$ cat src/rtl/ffo_consts.vh
// Constants for the flag offset configuration block
`ifndef FFO_CONSTS_VH
`define FFO_CONSTS_VH
`define FFO_DATA_W      36
`define FFO_OFS_W       18
`define FFO_CNT_W       19
`define FFO_DEPTH       19'h40000
`define FFO_ADDR_W      4
`define FFO_A_CTRL      4'h0
`define FFO_A_STATUS    4'h1
`define FFO_A_EMPTY_OFS 4'h2
`define FFO_A_FULL_OFS  4'h3
`define FFO_A_IRQ_STAT  4'h4
`define FFO_A_IRQ_MASK  4'h5
`define FFO_A_COUNT     4'h6
`define FFO_EV_W        3
`define FFO_EV_PAE      0
`define FFO_EV_PAF      1
`define FFO_EV_PROG     2
`define FFO_DEF_1023    18'h003FF
`define FFO_DEF_511     18'h001FF
`define FFO_DEF_255     18'h000FF
`define FFO_DEF_127     18'h0007F
`define FFO_DEF_63      18'h0003F
`define FFO_DEF_31      18'h0001F
`define FFO_DEF_15      18'h0000F
`define FFO_DEF_7       18'h00007
`define FFO_DEF_3       18'h00003
`define FFO_ST_RUN      2'h0
`define FFO_ST_SER      2'h1
`define FFO_SER_LAST    6'h23
`endif

$ cat src/rtl/ffo_default_sel.v
// Default offset decoder driven by the three select pins and large_part
`timescale 1ns/100ps
`include "ffo_consts.vh"
module ffo_default_sel (
  // Selects
  input  wire                    large_part,
  input  wire                    load_sel,
  input  wire                    sel_1,
  input  wire                    sel_0,
  // Result
  output reg  [`FFO_OFS_W-1:0]   default_ofs
);
  always @* begin
    case ({load_sel, sel_1, sel_0})
      3'h2: default_ofs = `FFO_DEF_511;
      3'h1: default_ofs = `FFO_DEF_255;
      3'h0: default_ofs = `FFO_DEF_127;
      3'h3: default_ofs = `FFO_DEF_63;
      3'h4: default_ofs = large_part ? `FFO_DEF_1023 : `FFO_DEF_31;
      3'h6: default_ofs = large_part ? `FFO_DEF_31 : `FFO_DEF_15;
      3'h5: default_ofs = large_part ? `FFO_DEF_15 : `FFO_DEF_7;
      default: default_ofs = large_part ? `FFO_DEF_7 : `FFO_DEF_3;
    endcase
  end
endmodule

$ cat src/rtl/ffo_flag_offset.v
// Flag offset registers, defaults, programming and almost flags
//
// Local design decisions: the placing of the registers and the address-and-strobe port.
`timescale 1ns/100ps
`include "ffo_consts.vh"
module ffo_flag_offset (
  // Clock and reset
  input  wire                    sys_clk,
  input  wire                    srst,
  // Strap and control pins
  input  wire                    offset_load_select,
  input  wire                    default_offset_sel_1,
  input  wire                    default_offset_sel_0,
  input  wire                    large_part,
  // Parallel offset load
  input  wire                    par_write,
  input  wire [`FFO_DATA_W-1:0]  par_data_in,
  // Serial offset load
  input  wire                    ser_enable,
  input  wire                    ser_data_in,
  // Offset read-back
  input  wire                    par_read,
  output reg  [`FFO_DATA_W-1:0]  parallel_data_out,
  output reg                     parallel_data_valid,
  // Word count from the data path
  input  wire [`FFO_CNT_W-1:0]   word_count,
  // Flags
  output reg                     almost_empty_flag_n,
  output reg                     almost_full_flag_n,
  // Register port
  input  wire [`FFO_ADDR_W-1:0]  reg_addr,
  input  wire [31:0]             reg_wdata,
  input  wire                    reg_write,
  input  wire                    reg_read,
  output reg  [31:0]             reg_rdata,
  // Interrupt
  output wire                    irq
);
  ////////////////////////////////////////////////////////////////////////////
  // Offsets and captured mode
  reg  [`FFO_OFS_W-1:0]   empty_ofs;
  reg  [`FFO_OFS_W-1:0]   full_ofs;
  reg                     serial_mode;
  reg                     in_reset;
  reg                     strap_done;

  // Serial shifter and shared word pointer
  reg  [`FFO_OFS_W*2-1:0] ser_shift;
  reg  [5:0]              ser_count;
  reg                     read_sel;

  // Interrupt state and register read data
  reg  [`FFO_EV_W-1:0]    irq_stat;
  reg  [`FFO_EV_W-1:0]    irq_mask;
  reg  [`FFO_EV_W-1:0]    next_irq_stat;
  reg  [31:0]             next_rdata;
  wire [31:0]             status_word;

  // Decoded strobes
  reg                     soft_write;
  reg                     soft_target;
  wire                    wr_empty_sel;
  wire                    wr_full_sel;
  wire                    wr_stat_sel;
  wire                    wr_mask_sel;
  wire                    ser_step;
  wire                    ser_last;
  wire                    ser_done;
  wire                    par_step;
  wire                    read_take;
  wire                    prog_evt;

  // Flag comparison and event lanes
  wire [`FFO_OFS_W-1:0]   default_ofs;
  wire [`FFO_CNT_W-1:0]   full_limit;
  wire                    pae_now;
  wire                    paf_now;
  reg                     prev_pae;
  reg                     prev_paf;
  wire [`FFO_OFS_W-1:0]   read_ofs;
  wire [`FFO_EV_W-1:0]    ev_now;
  wire [`FFO_EV_W-1:0]    ev_prev;
  wire [`FFO_EV_W-1:0]    ev_qual;
  wire [`FFO_EV_W-1:0]    ev_set;
  genvar                  lane;

  ////////////////////////////////////////////////////////////////////////////
  // Register address match, shared by the write decoders below; read decode uses a case
  function addr_is;
    input [`FFO_ADDR_W-1:0] addr;
    input [`FFO_ADDR_W-1:0] target;
    begin
      addr_is = (addr == target);
    end
  endfunction

  // Value at or below a limit; used for both flag compares, the full one with the count as the limit
  function at_or_below;
    input [`FFO_CNT_W-1:0] value;
    input [`FFO_CNT_W-1:0] limit;
    begin
      at_or_below = (value <= limit);
    end
  endfunction

  // Rising edge of one event lane, gated by its qualifier
  function lane_rise;
    input now;
    input prev;
    input qual;
    begin
      lane_rise = now && !prev && qual;
    end
  endfunction

  // Offset widened to a register word; upper bits read as zero
  function [31:0] ofs_word;
    input [`FFO_OFS_W-1:0] ofs;
    begin
      ofs_word = {14'h0000, ofs};
    end
  endfunction

  ffo_default_sel u_def (
    .large_part  (large_part),
    .load_sel    (offset_load_select),
    .sel_1       (default_offset_sel_1),
    .sel_0       (default_offset_sel_0),
    .default_ofs (default_ofs)
  );

  ////////////////////////////////////////////////////////////////////////////
  // Flag comparison; flags lag the count by one cycle
  assign full_limit = `FFO_DEPTH - {1'b0, full_ofs};
  assign pae_now    = at_or_below(word_count, {1'b0, empty_ofs});
  assign paf_now    = at_or_below(full_limit, word_count);

  ////////////////////////////////////////////////////////////////////////////
  // Load strobes; pin loads only count in the mode chosen at reset
  assign ser_step  = serial_mode && ser_enable;
  assign ser_last  = (ser_count == `FFO_SER_LAST);
  assign ser_done  = ser_step && ser_last;
  assign par_step  = !serial_mode && par_write;
  assign read_take = par_read && !in_reset;
  assign prog_evt  = !in_reset &&
                     (ser_done || par_step || soft_write);

  ////////////////////////////////////////////////////////////////////////////
  // Register write decode
  // Decoded once here so every consumer sees the same strobe
  assign wr_empty_sel = reg_write && addr_is(reg_addr, `FFO_A_EMPTY_OFS);
  assign wr_full_sel  = reg_write && addr_is(reg_addr, `FFO_A_FULL_OFS);
  assign wr_stat_sel  = reg_write && addr_is(reg_addr, `FFO_A_IRQ_STAT);
  assign wr_mask_sel  = reg_write && addr_is(reg_addr, `FFO_A_IRQ_MASK);

  // Offset writes held off in the first cycle after reset
  always @* begin
    soft_write  = !in_reset && (wr_empty_sel || wr_full_sel);
    soft_target = wr_full_sel;
  end

  ////////////////////////////////////////////////////////////////////////////
  // Strap capture; straps must be steady on the last reset edge
  always @(posedge sys_clk) begin
    if (srst) begin
      in_reset    <= 1'b1;
      strap_done  <= 1'b0;
      serial_mode <= offset_load_select;
    end else begin
      in_reset   <= 1'b0;
      strap_done <= 1'b1;
    end
  end

  ////////////////////////////////////////////////////////////////////////////
  // Serial shifter; empty offset bits first, then full, LSB first
  // A register offset write in the same cycle drops the serial bit
  always @(posedge sys_clk) begin
    if (srst) begin
      ser_shift <= {(`FFO_OFS_W*2){1'b0}};
      ser_count <= 6'h00;
    end else if (!in_reset && !soft_write && ser_step) begin
      ser_shift <= {ser_data_in, ser_shift[`FFO_OFS_W*2-1:1]};
      if (ser_last)
        ser_count <= 6'h00;
      else
        ser_count <= ser_count + 6'h01;
    end
  end

  ////////////////////////////////////////////////////////////////////////////
  // Word pointer shared by parallel loads and read-back
  // Moves on reads too, except in a cycle with a register offset write or a serial step, so a pair comes out in turn
  always @(posedge sys_clk) begin
    if (srst) begin
      read_sel <= 1'b0;
    end else if (!in_reset && !soft_write && !ser_step) begin
      if (par_step || par_read)
        read_sel <= ~read_sel;
    end
  end

  ////////////////////////////////////////////////////////////////////////////
  // Offset registers; a register write beats a pin load in one cycle
  // Limitation: values above depth minus one are not refused here
  always @(posedge sys_clk) begin
    if (srst) begin
      empty_ofs <= default_ofs;
      full_ofs  <= default_ofs;
    end else if (!in_reset) begin
      if (soft_write) begin
        if (soft_target)
          full_ofs <= reg_wdata[`FFO_OFS_W-1:0];
        else
          empty_ofs <= reg_wdata[`FFO_OFS_W-1:0];
      end else if (ser_done) begin
        empty_ofs <= ser_shift[`FFO_OFS_W:1];
        full_ofs  <= {ser_data_in,
                      ser_shift[`FFO_OFS_W*2-1:`FFO_OFS_W+1]};
      end else if (par_step) begin
        // Two parallel words, empty then full
        if (read_sel)
          full_ofs <= par_data_in[`FFO_OFS_W-1:0];
        else
          empty_ofs <= par_data_in[`FFO_OFS_W-1:0];
      end
    end
  end

  ////////////////////////////////////////////////////////////////////////////
  // Read-back only in parallel form, either mode
  assign read_ofs = read_sel ? full_ofs : empty_ofs;

  always @(posedge sys_clk) begin
    if (srst) begin
      parallel_data_out   <= {`FFO_DATA_W{1'b0}};
      parallel_data_valid <= 1'b0;
    end else begin
      parallel_data_valid <= read_take;
      if (read_take)
        parallel_data_out <= {{(`FFO_DATA_W-`FFO_OFS_W){1'b0}}, read_ofs};
    end
  end

  ////////////////////////////////////////////////////////////////////////////
  // Flags, registered; high through reset
  // History cleared in reset; strap_done keeps a false event away
  always @(posedge sys_clk) begin
    if (srst) begin
      almost_empty_flag_n <= 1'b1;
      almost_full_flag_n  <= 1'b1;
      prev_pae            <= 1'b0;
      prev_paf            <= 1'b0;
    end else begin
      almost_empty_flag_n <= ~pae_now;
      almost_full_flag_n  <= ~paf_now;
      prev_pae            <= pae_now;
      prev_paf            <= paf_now;
    end
  end

  ////////////////////////////////////////////////////////////////////////////
  // Event lanes; flag bits need a rising edge, program bit is a pulse
  // Program lane has no history, so each pulse sets the bit
  assign ev_now[`FFO_EV_PAE]   = pae_now;
  assign ev_now[`FFO_EV_PAF]   = paf_now;
  assign ev_now[`FFO_EV_PROG]  = prog_evt;
  assign ev_prev[`FFO_EV_PAE]  = prev_pae;
  assign ev_prev[`FFO_EV_PAF]  = prev_paf;
  assign ev_prev[`FFO_EV_PROG] = 1'b0;
  assign ev_qual[`FFO_EV_PAE]  = strap_done;
  assign ev_qual[`FFO_EV_PAF]  = strap_done;
  assign ev_qual[`FFO_EV_PROG] = 1'b1;

  generate
    for (lane = 0; lane < `FFO_EV_W; lane = lane + 1) begin : g_event
      assign ev_set[lane] = lane_rise(ev_now[lane], ev_prev[lane],
                                      ev_qual[lane]);
    end
  endgenerate

  ////////////////////////////////////////////////////////////////////////////
  // Interrupts; set wins over write-one clear
  always @* begin
    next_irq_stat = irq_stat;
    if (wr_stat_sel)
      next_irq_stat = irq_stat & ~reg_wdata[`FFO_EV_W-1:0];
    next_irq_stat = next_irq_stat | ev_set;
  end

  always @(posedge sys_clk) begin
    if (srst) begin
      irq_stat <= {`FFO_EV_W{1'b0}};
      irq_mask <= {`FFO_EV_W{1'b0}};
    end else begin
      irq_stat <= next_irq_stat;
      if (wr_mask_sel)
        irq_mask <= reg_wdata[`FFO_EV_W-1:0];
    end
  end

  // Level output; stays high until software clears or masks the bit
  assign irq = |(irq_stat & irq_mask);

  ////////////////////////////////////////////////////////////////////////////
  // Register read data; zero outside the answer cycle
  // Unmapped addresses read zero and ignore writes
  assign status_word = {28'h0000000, read_sel, ~almost_full_flag_n,
                        ~almost_empty_flag_n, serial_mode};

  always @* begin
    next_rdata = 32'h00000000;
    if (reg_read) begin
      case (reg_addr)
        `FFO_A_STATUS:    next_rdata = status_word;
        `FFO_A_EMPTY_OFS: next_rdata = ofs_word(empty_ofs);
        `FFO_A_FULL_OFS:  next_rdata = ofs_word(full_ofs);
        `FFO_A_IRQ_STAT:  next_rdata = {29'h00000000, irq_stat};
        `FFO_A_IRQ_MASK:  next_rdata = {29'h00000000, irq_mask};
        `FFO_A_COUNT:     next_rdata = {13'h0000, word_count};
        default:          next_rdata = 32'h00000000;
      endcase
    end
  end

  always @(posedge sys_clk) begin
    if (srst)
      reg_rdata <= 32'h00000000;
    else
      reg_rdata <= next_rdata;
  end
endmodule

$ cat config.mk
export PLATFORM = sky130hd
export DESIGN_NAME = ffo_flag_offset
export DESIGN_NICKNAME = d
export VERILOG_FILES = /design/src/rtl/ffo_default_sel.v /design/src/rtl/ffo_flag_offset.v
export VERILOG_INCLUDE_DIRS = /design/src /design/src/rtl
export SDC_FILE = /design/constraint.sdc
export NUM_CORES = 1
export LEC_CHECK = 0
export ABC_AREA = 1
export BUFFER_PORTS_ARGS = -buffer_cell sky130_fd_sc_hd__buf_2
export CORE_UTILIZATION = 30
export CTS_BUF_LIST = sky130_fd_sc_hd__clkbuf_4 sky130_fd_sc_hd__clkbuf_8
export DETAILED_ROUTE_END_ITERATION = 16
export GPL_TIMING_DRIVEN = 0
export PLACE_DENSITY_LB_ADDON = 0.3
export SYNTH_ARGS = -nofsm -noshare
export SYNTH_HDL_FRONTEND = slang
export SYNTH_SLANG_ARGS = --single-unit
$ cat constraint.sdc
create_clock -name sys_clk -period 6.5 [get_ports sys_clk]
set_input_delay 0.65 -clock sys_clk [delete_from_list [all_inputs] [get_ports sys_clk]]
set_output_delay 0.65 -clock sys_clk [all_outputs]
set_load 0.005 [all_outputs]
Word-level counts from Yosys, hierarchy flattened
Cells that the tools add are included.
{"block": "word_totals", "register_bits": 143, "input_bits": 103, "out_inout_bits": 72, "word_cells": 108}
{"block": "classes", "addsub": 2, "order_cmp": 2, "eq_ne": 17, "n_mux": 25, "bitwise": 10, "reduce_logical": 35}
{"cell": "$mux W18", "count": 15}
{"cell": "$pmux W18 S7", "count": 1}
{"cell": "$pmux W19 S6", "count": 1}
{"cell": "$le A19 B18 Y1", "count": 1}
{"cell": "$le A19 B19 Y1", "count": 1}
{"cell": "$sub A19 B18 Y19 const A", "count": 1}
{"cell": "$logic_and A1 B1 Y1", "count": 17}
{"cell": "$eq A4 B3 Y1 const B", "count": 3}
{"cell": "$mux W10", "count": 1}
{"cell": "$eq A3 B3 Y1 const B", "count": 3}
{"cell": "$eq A4 B2 Y1 const B", "count": 2}
{"cell": "$reduce_and A4 Y1", "count": 2}
{"cell": "$reduce_bool A4 Y1", "count": 2}
{"cell": "$add A6 B1 Y6 const B", "count": 1}
{"cell": "$and A3 B3 Y3", "count": 2}
{"cell": "$eq A3 B2 Y1 const B", "count": 2}
{"cell": "$eq A6 B6 Y1 const B", "count": 1}
{"cell": "$logic_not A1 Y1", "count": 6}
{"cell": "$mux W3", "count": 2}
{"cell": "$mux W6", "count": 1}
{"cell": "$not A1 Y1", "count": 6}
{"cell": "$mux W5", "count": 1}
{"cell": "$eq A4 B1 Y1 const B", "count": 1}
{"cell": "$logic_or A1 B1 Y1", "count": 4}
{"cell": "other kinds (13)", "count": 14}

Longest topological paths before layout
{"block": "logic_depth", "depth_word": 8, "depth_mapped": 19, "depth_no_buf": 19}

By module
A second synthesis with hierarchy kept.
{"block": "unflattened", "hier_cells": 1033, "area_unflattened_um2": 7676.1}
{"module": "ffo_flag_offset", "instances": 1, "cells_each": 1001, "area_each_um2": 7507.2, "seq_area_each_um2": 2952.8}
{"module": "ffo_default_sel", "instances": 1, "cells_each": 32, "area_each_um2": 168.9, "seq_area_each_um2": 0.0}

Worst setup path after synthesis
Ideal clock, no wire load.
{"block": "synth_timing", "kind": "input -> register", "startpoint": "in reg_addr[3]", "endpoint": "reg full_ofs[0], enable pin", "setup_time_ns": 0.393, "arrival_time_ns": 2.241, "required_ns": 6.107, "path_slack_ns": 3.867, "cell_stages": 10, "n_path_buf": 1, "cell_sequence": "nor2_2 -> inv_2 -> nor2_4 -> nand2_2 -> nor2_4 -> inv_2 -> buf_6 -> nand4_1 -> o21ai_1 -> nor2_1"}
{"block": "synth_via", "elab_chain_len": 6, "word_cells_on_any_way": 10, "cone_classes": "eq/ne: 3; reduce/logical: 7"}
{"element": "from (decl)", "line_no": "ffo_flag_offset.v:31", "text": "input wire [`FFO_ADDR_W-1:0] reg_addr,"}
{"element": "$eq A4 B2 Y1"}
{"element": "$logic_and A1 B1 Y1, on equally long branches", "line_no": "ffo_flag_offset.v:151, ffo_flag_offset.v:152"}
{"element": "$logic_or A1 B1 Y1", "line_no": "ffo_flag_offset.v:158", "text": "soft_write = !in_reset && (wr_empty_sel || wr_full_sel);"}
{"element": "$logic_and A1 B1 Y1", "line_no": "ffo_flag_offset.v:158"}
{"element": "$ne A3 B2 Y1 (no source line) / $reduce_bool A4 Y1 (equally long branches)"}
{"element": "$reduce_and A4 Y1 (no source line) (*)"}
{"element": "to (signal assigned)", "line_no": "ffo_flag_offset.v:209", "text": "full_ofs <= default_ofs;"}
{"element": "to (signal assigned)", "line_no": "ffo_flag_offset.v:213", "text": "full_ofs <= reg_wdata[`FFO_OFS_W-1:0];"}
{"element": "to (signal assigned)", "line_no": "ffo_flag_offset.v:218", "text": "full_ofs <= {ser_data_in,"}
{"element": "to (decl)", "line_no": "ffo_flag_offset.v:42", "text": "reg [`FFO_OFS_W-1:0] full_ofs;"}
Mark *: on every way between the ends. The rest lies on a longest branch, timed or not.
A chain may end at the register's enable or synchronous reset.

Worst setup path after layout
{"block": "layout_timing", "startpoint": "reg full_ofs[0]", "endpoint": "reg irq_stat[1]"}
{"block": "layout_via", "elab_chain_len": 5}
{"element": "$sub A19 B18 Y19 (no source line)"}
{"element": "$le A19 B19 Y1", "line_no": "ffo_flag_offset.v:102", "text": "at_or_below = (value <= limit);"}
{"element": "$logic_and A1 B1 Y1 (2 in a row)", "line_no": "ffo_flag_offset.v:112", "text": "lane_rise = now && !prev && qual;"}
{"element": "$or A3 B3 Y3", "line_no": "ffo_flag_offset.v:288", "text": "next_irq_stat = next_irq_stat | ev_set;"}
{"element": "to (signal assigned)", "line_no": "ffo_flag_offset.v:293", "text": "irq_stat <= {`FFO_EV_W{1'b0}};"}
{"element": "to (signal assigned)", "line_no": "ffo_flag_offset.v:296", "text": "irq_stat <= next_irq_stat;"}
{"element": "to (decl)", "line_no": "ffo_flag_offset.v:53", "text": "reg [`FFO_EV_W-1:0] irq_stat;"}
Every way passes these cells.

==> key figures <==
STA
  – Slew HR: 37.9%
  – RSZ-0062 raised after global routing: false
  – Worst Tran Pin Value: 0.930 ns
  – Setup TNS: 0 ns
  – Final hold vios: 0
  – Period minus WS final: 2.79 ns
  – FMAX: 358 MHz
  – Slew Limit Fails: 0
  – Final Skew: 0.0101 ns
  – Final setup fails: 0
  – Period utilisation layout: 42.9%

Routing
  – DRC violations left: 0
  – Via count: 6953
  – WL final: 22100 µm
  – Antenna Violating Nets Remaining: 0
  – Drt pass-1 iters: 4
  – DR vias/cell: 4.55
  – Wire per inst: 14.5 µm
  – Initial drt markers: 403

Global route
  – Vias in the first global route: 6786
  – GR peak layer: met2
  – Met1 Use GR: 24.0%
  – GRT Util Overall: 17.7%
  – Initial antenna violation count: 1
  – Largest net degree at the start of global routing: 19
  – Total grt overflow: 0
  – GR met3 Demand/Resource: 3.35%
  – Routing usage on met2: 28.5%
  – First-pass GRT wire length: 35200 µm

Synthesis
  – Syn Std Cell Area: 0.00747 mm²
  – Avg Inst Size Synth: 7.24 µm²
  – Top post-synthesis cells by area: dfxtp_1 (25%), edfxtp_1 (15%), nand2_1 (12%)
  – Number of synthesized register bits: 129
  – Yosys warning total: 0
  – Unique masters post-synth: 36
  – Share of the synthesized area in the top cell type: 24.6%
  – Post-synthesis sequential area ratio: 39.5%
  – Syn Inst Count: 1032
  – Yosys top cell by area: dfxtp_1

Worst setup path
  – Reg2Reg Setup Slack: 3.71 ns
  – Critical path peak fanout: 5
  – Critical R2R Launch: full_ofs[0]
  – CP Data Arrival Time: 3.13 ns
  – Critical Path Source Type: flip-flop
  – Crit path kind: reg2reg
  – R2R depth: 19
  – Crit path from: full_ofs[0]
  – Reg2reg end: irq_stat[1]
  – CP max stage delay: 0.44 ns
  – Most used cell along the critical path: nand2_1
  – Critical Path RT: 6.84 ns
  – CP max-delay cell: edfxtp_1
  – Crit. End Element: flip-flop
  – Crit-path cells: inv_1 > ha_1 > inv_1 > nor2_1 > nand2_1 > nor2_1 > nand3_1 > o21ai_0 > inv_1 > ha_1 > nand2_1 > nor2_1 > nand2_1 > nor2_1 > nand2_1 > nand3_1 > nand2_1 > nand3_1 > nand2_1
  – Setup crit end: irq_stat[1]

Cells and area
  – Most frequent cells in the layout: nand2_1 (238), inv_1 (165), buf_2 (123)
  – Fillers: 2684
  – Ant diodes: 0
  – Layout cells sized above 1: 17.4%
  – Most common cell after layout, fill and taps aside: nand2_1
  – # nets final: 1334
  – Post-Layout Cell Count: 1528
  – Area growth from synthesis to layout: 19.3%

CTS
  – CTS root buf: clkbuf_8
  – H-tree depth: 4
  – CTS buffer count: 17
  – Clock Latency Late Sink: 0.45 ns
  – Hold Buf Count CTS: 0
  – Clock Tree Buf Depth: 2
  – Clock Sinks: 129
  – Post-CTS sizing: 0
  – Setup Fix Bufs, Post-CTS: 0
  – TritonCTS clock tree: built
  – Clk slew on worst S/H paths: 0.07 ns

Pwr
  – VDD IR max: 99.0 µV
  – Total power: 0.00187 W
  – PD cells: 210 mW/mm²
  – P_leak: 4.43 nW

Floorplan
  – Ports: 175
  – Initial core utilization: 30.6%
  – Core area: 0.0244 mm²
  – Chip width: 160 µm
  – Die area: 0.0255 mm²
  – Chip Height: 160 µm
  – FP Rows: 57

Place
  – PortBufs: 111
  – Cells after DPL: 1497
  – Gpl congestion: 0.903
  – Post-DP HPWL: 18200 µm

Worst hold path
  – Hold WC Path Type: in2reg

Status
  – Outcome: finished, final reports clean

Flow run
  – Max_cap viols: 0
sequential cells by signal (all words and copies together) (netlist names):
signal / cells
ser_shift: 35
reg_rdata: 19
empty_ofs: 18
full_ofs: 18
parallel_data_out: 18
ser_count: 6
irq_mask: 3
irq_stat: 3
almost_empty_flag_n: 1
almost_full_flag_n: 1
in_reset: 1
parallel_data_valid: 1
prev_pae: 1
prev_paf: 1
read_sel: 1
serial_mode: 1
strap_done: 1
cell families after synthesis:
family | share of synthesized area, %
DFF | 39.5
other | 0.0502
AOI/OAI and AO/OA | 18.9
and+or+nand+nor | 18.7
adders and majority gates | 6.53
xor gates and xnor gates | 1.64
buffers and inverters | 14.7
synth_stat cells:
library cell / n
buf_1: 1
edfxtp_1: 37
ha_1: 39
xor2_1: 8
nand3_1: 22
dfxtp_1: 92
conb_1: 1
o21ai_0: 95
nand4_1: 7
o31ai_1: 1
o22ai_1: 11
buf_4: 33
nor2_2: 3
inv_1: 165
nor3_1: 12
nor3_2: 2
nand3b_1: 1
a21oi_1: 113
nand2_2: 2
inv_2: 2
nor3b_1: 1
buf_6: 7
a21o_1: 2
nand3_2: 1
or2_2: 1
o221ai_1: 11
o211ai_1: 1
nor2_1: 44
o21ai_1: 35
clkinv_1: 2
clkbuf_1: 20
buf_2: 12
and3_1: 1
nand2_1: 238
nor2_4: 3
xnor2_1: 6
area by class of cell:
class / count / area (µm²) / share of cell area, %
clock buffers: 24 / 299 / 3.35
multi-input cells: 691 / 3540 / 39.7
flip-flops and latches: 129 / 2950 / 33.1
clock inverters: 7 / 65.1 / 0.730
well taps: 324 / 405 / 4.55
plain buffers: 73 / 465 / 5.22
inverters: 169 / 634 / 7.11
repair buffers: 111 / 556 / 6.23
metrics by stage:
stage	hold slack [ns]	cell area (µm²)	util [%]	setup slack [ns]
after floorplan	0.425	7590	-	3.87
after global placement	0.438	8550	35.0	3.03
after detailed placement	0.444	8550	35.1	3.47
after CTS	0.329	8920	36.6	3.71
after global routing	0.336	8920	36.6	3.36
final	0.364	8920	36.6	3.71
how the worst min path moves through the flow:
| stage | from | end | slack (ns) | cells past startpoint |
|---|---|---|---|---|
| global route | srst | in_reset | 0.34 | 1 |
| detailed placement | ser_shift[1] | ser_shift[1] | 0.44 | 2 |
| CTS | srst | in_reset | 0.33 | 1 |
| finish | srst | in_reset | 0.36 | 1 |
| global placement | ser_shift[1] | ser_shift[1] | 0.44 | 2 |
| floorplan | ser_shift[1] | ser_shift[1] | 0.42 | 2 |
worst max-delay path, delay by kind of cell (launching register included):
| kind | cells | cell delay (ns) |
|---|---|---|
| simple gates | 13 | 1.29 |
| fa+ha+maj | 2 | 0.49 |
| flops | 1 | 0.44 |
| buf+inv | 3 | 0.28 |
| compound gates | 1 | 0.17 |
per-layer routing:
| metal | part of all wire (%) | vias up |
|---|---|---|
| met5 | 0.059 | - |
| met4 | 1.4 | 2 |
| met3 | 5.3 | 23 |
| met2 | 45 | 192 |
| met1 | 48 | 3123 |
| li1 | - | 3613 |
report_power, final:
| group | total (W) | internal (W) | switching, W |
|---|---|---|---|
| clock network | 0.000645 | 0.000338 | 0.000307 |
| logic | 0.000310 | 0.000117 | 0.000194 |
| registers | 0.000918 | 0.000881 | 0.0000367 |
| total | 0.00187 | 0.00134 | 0.000537 |
(Power assumes the default switching activity.)
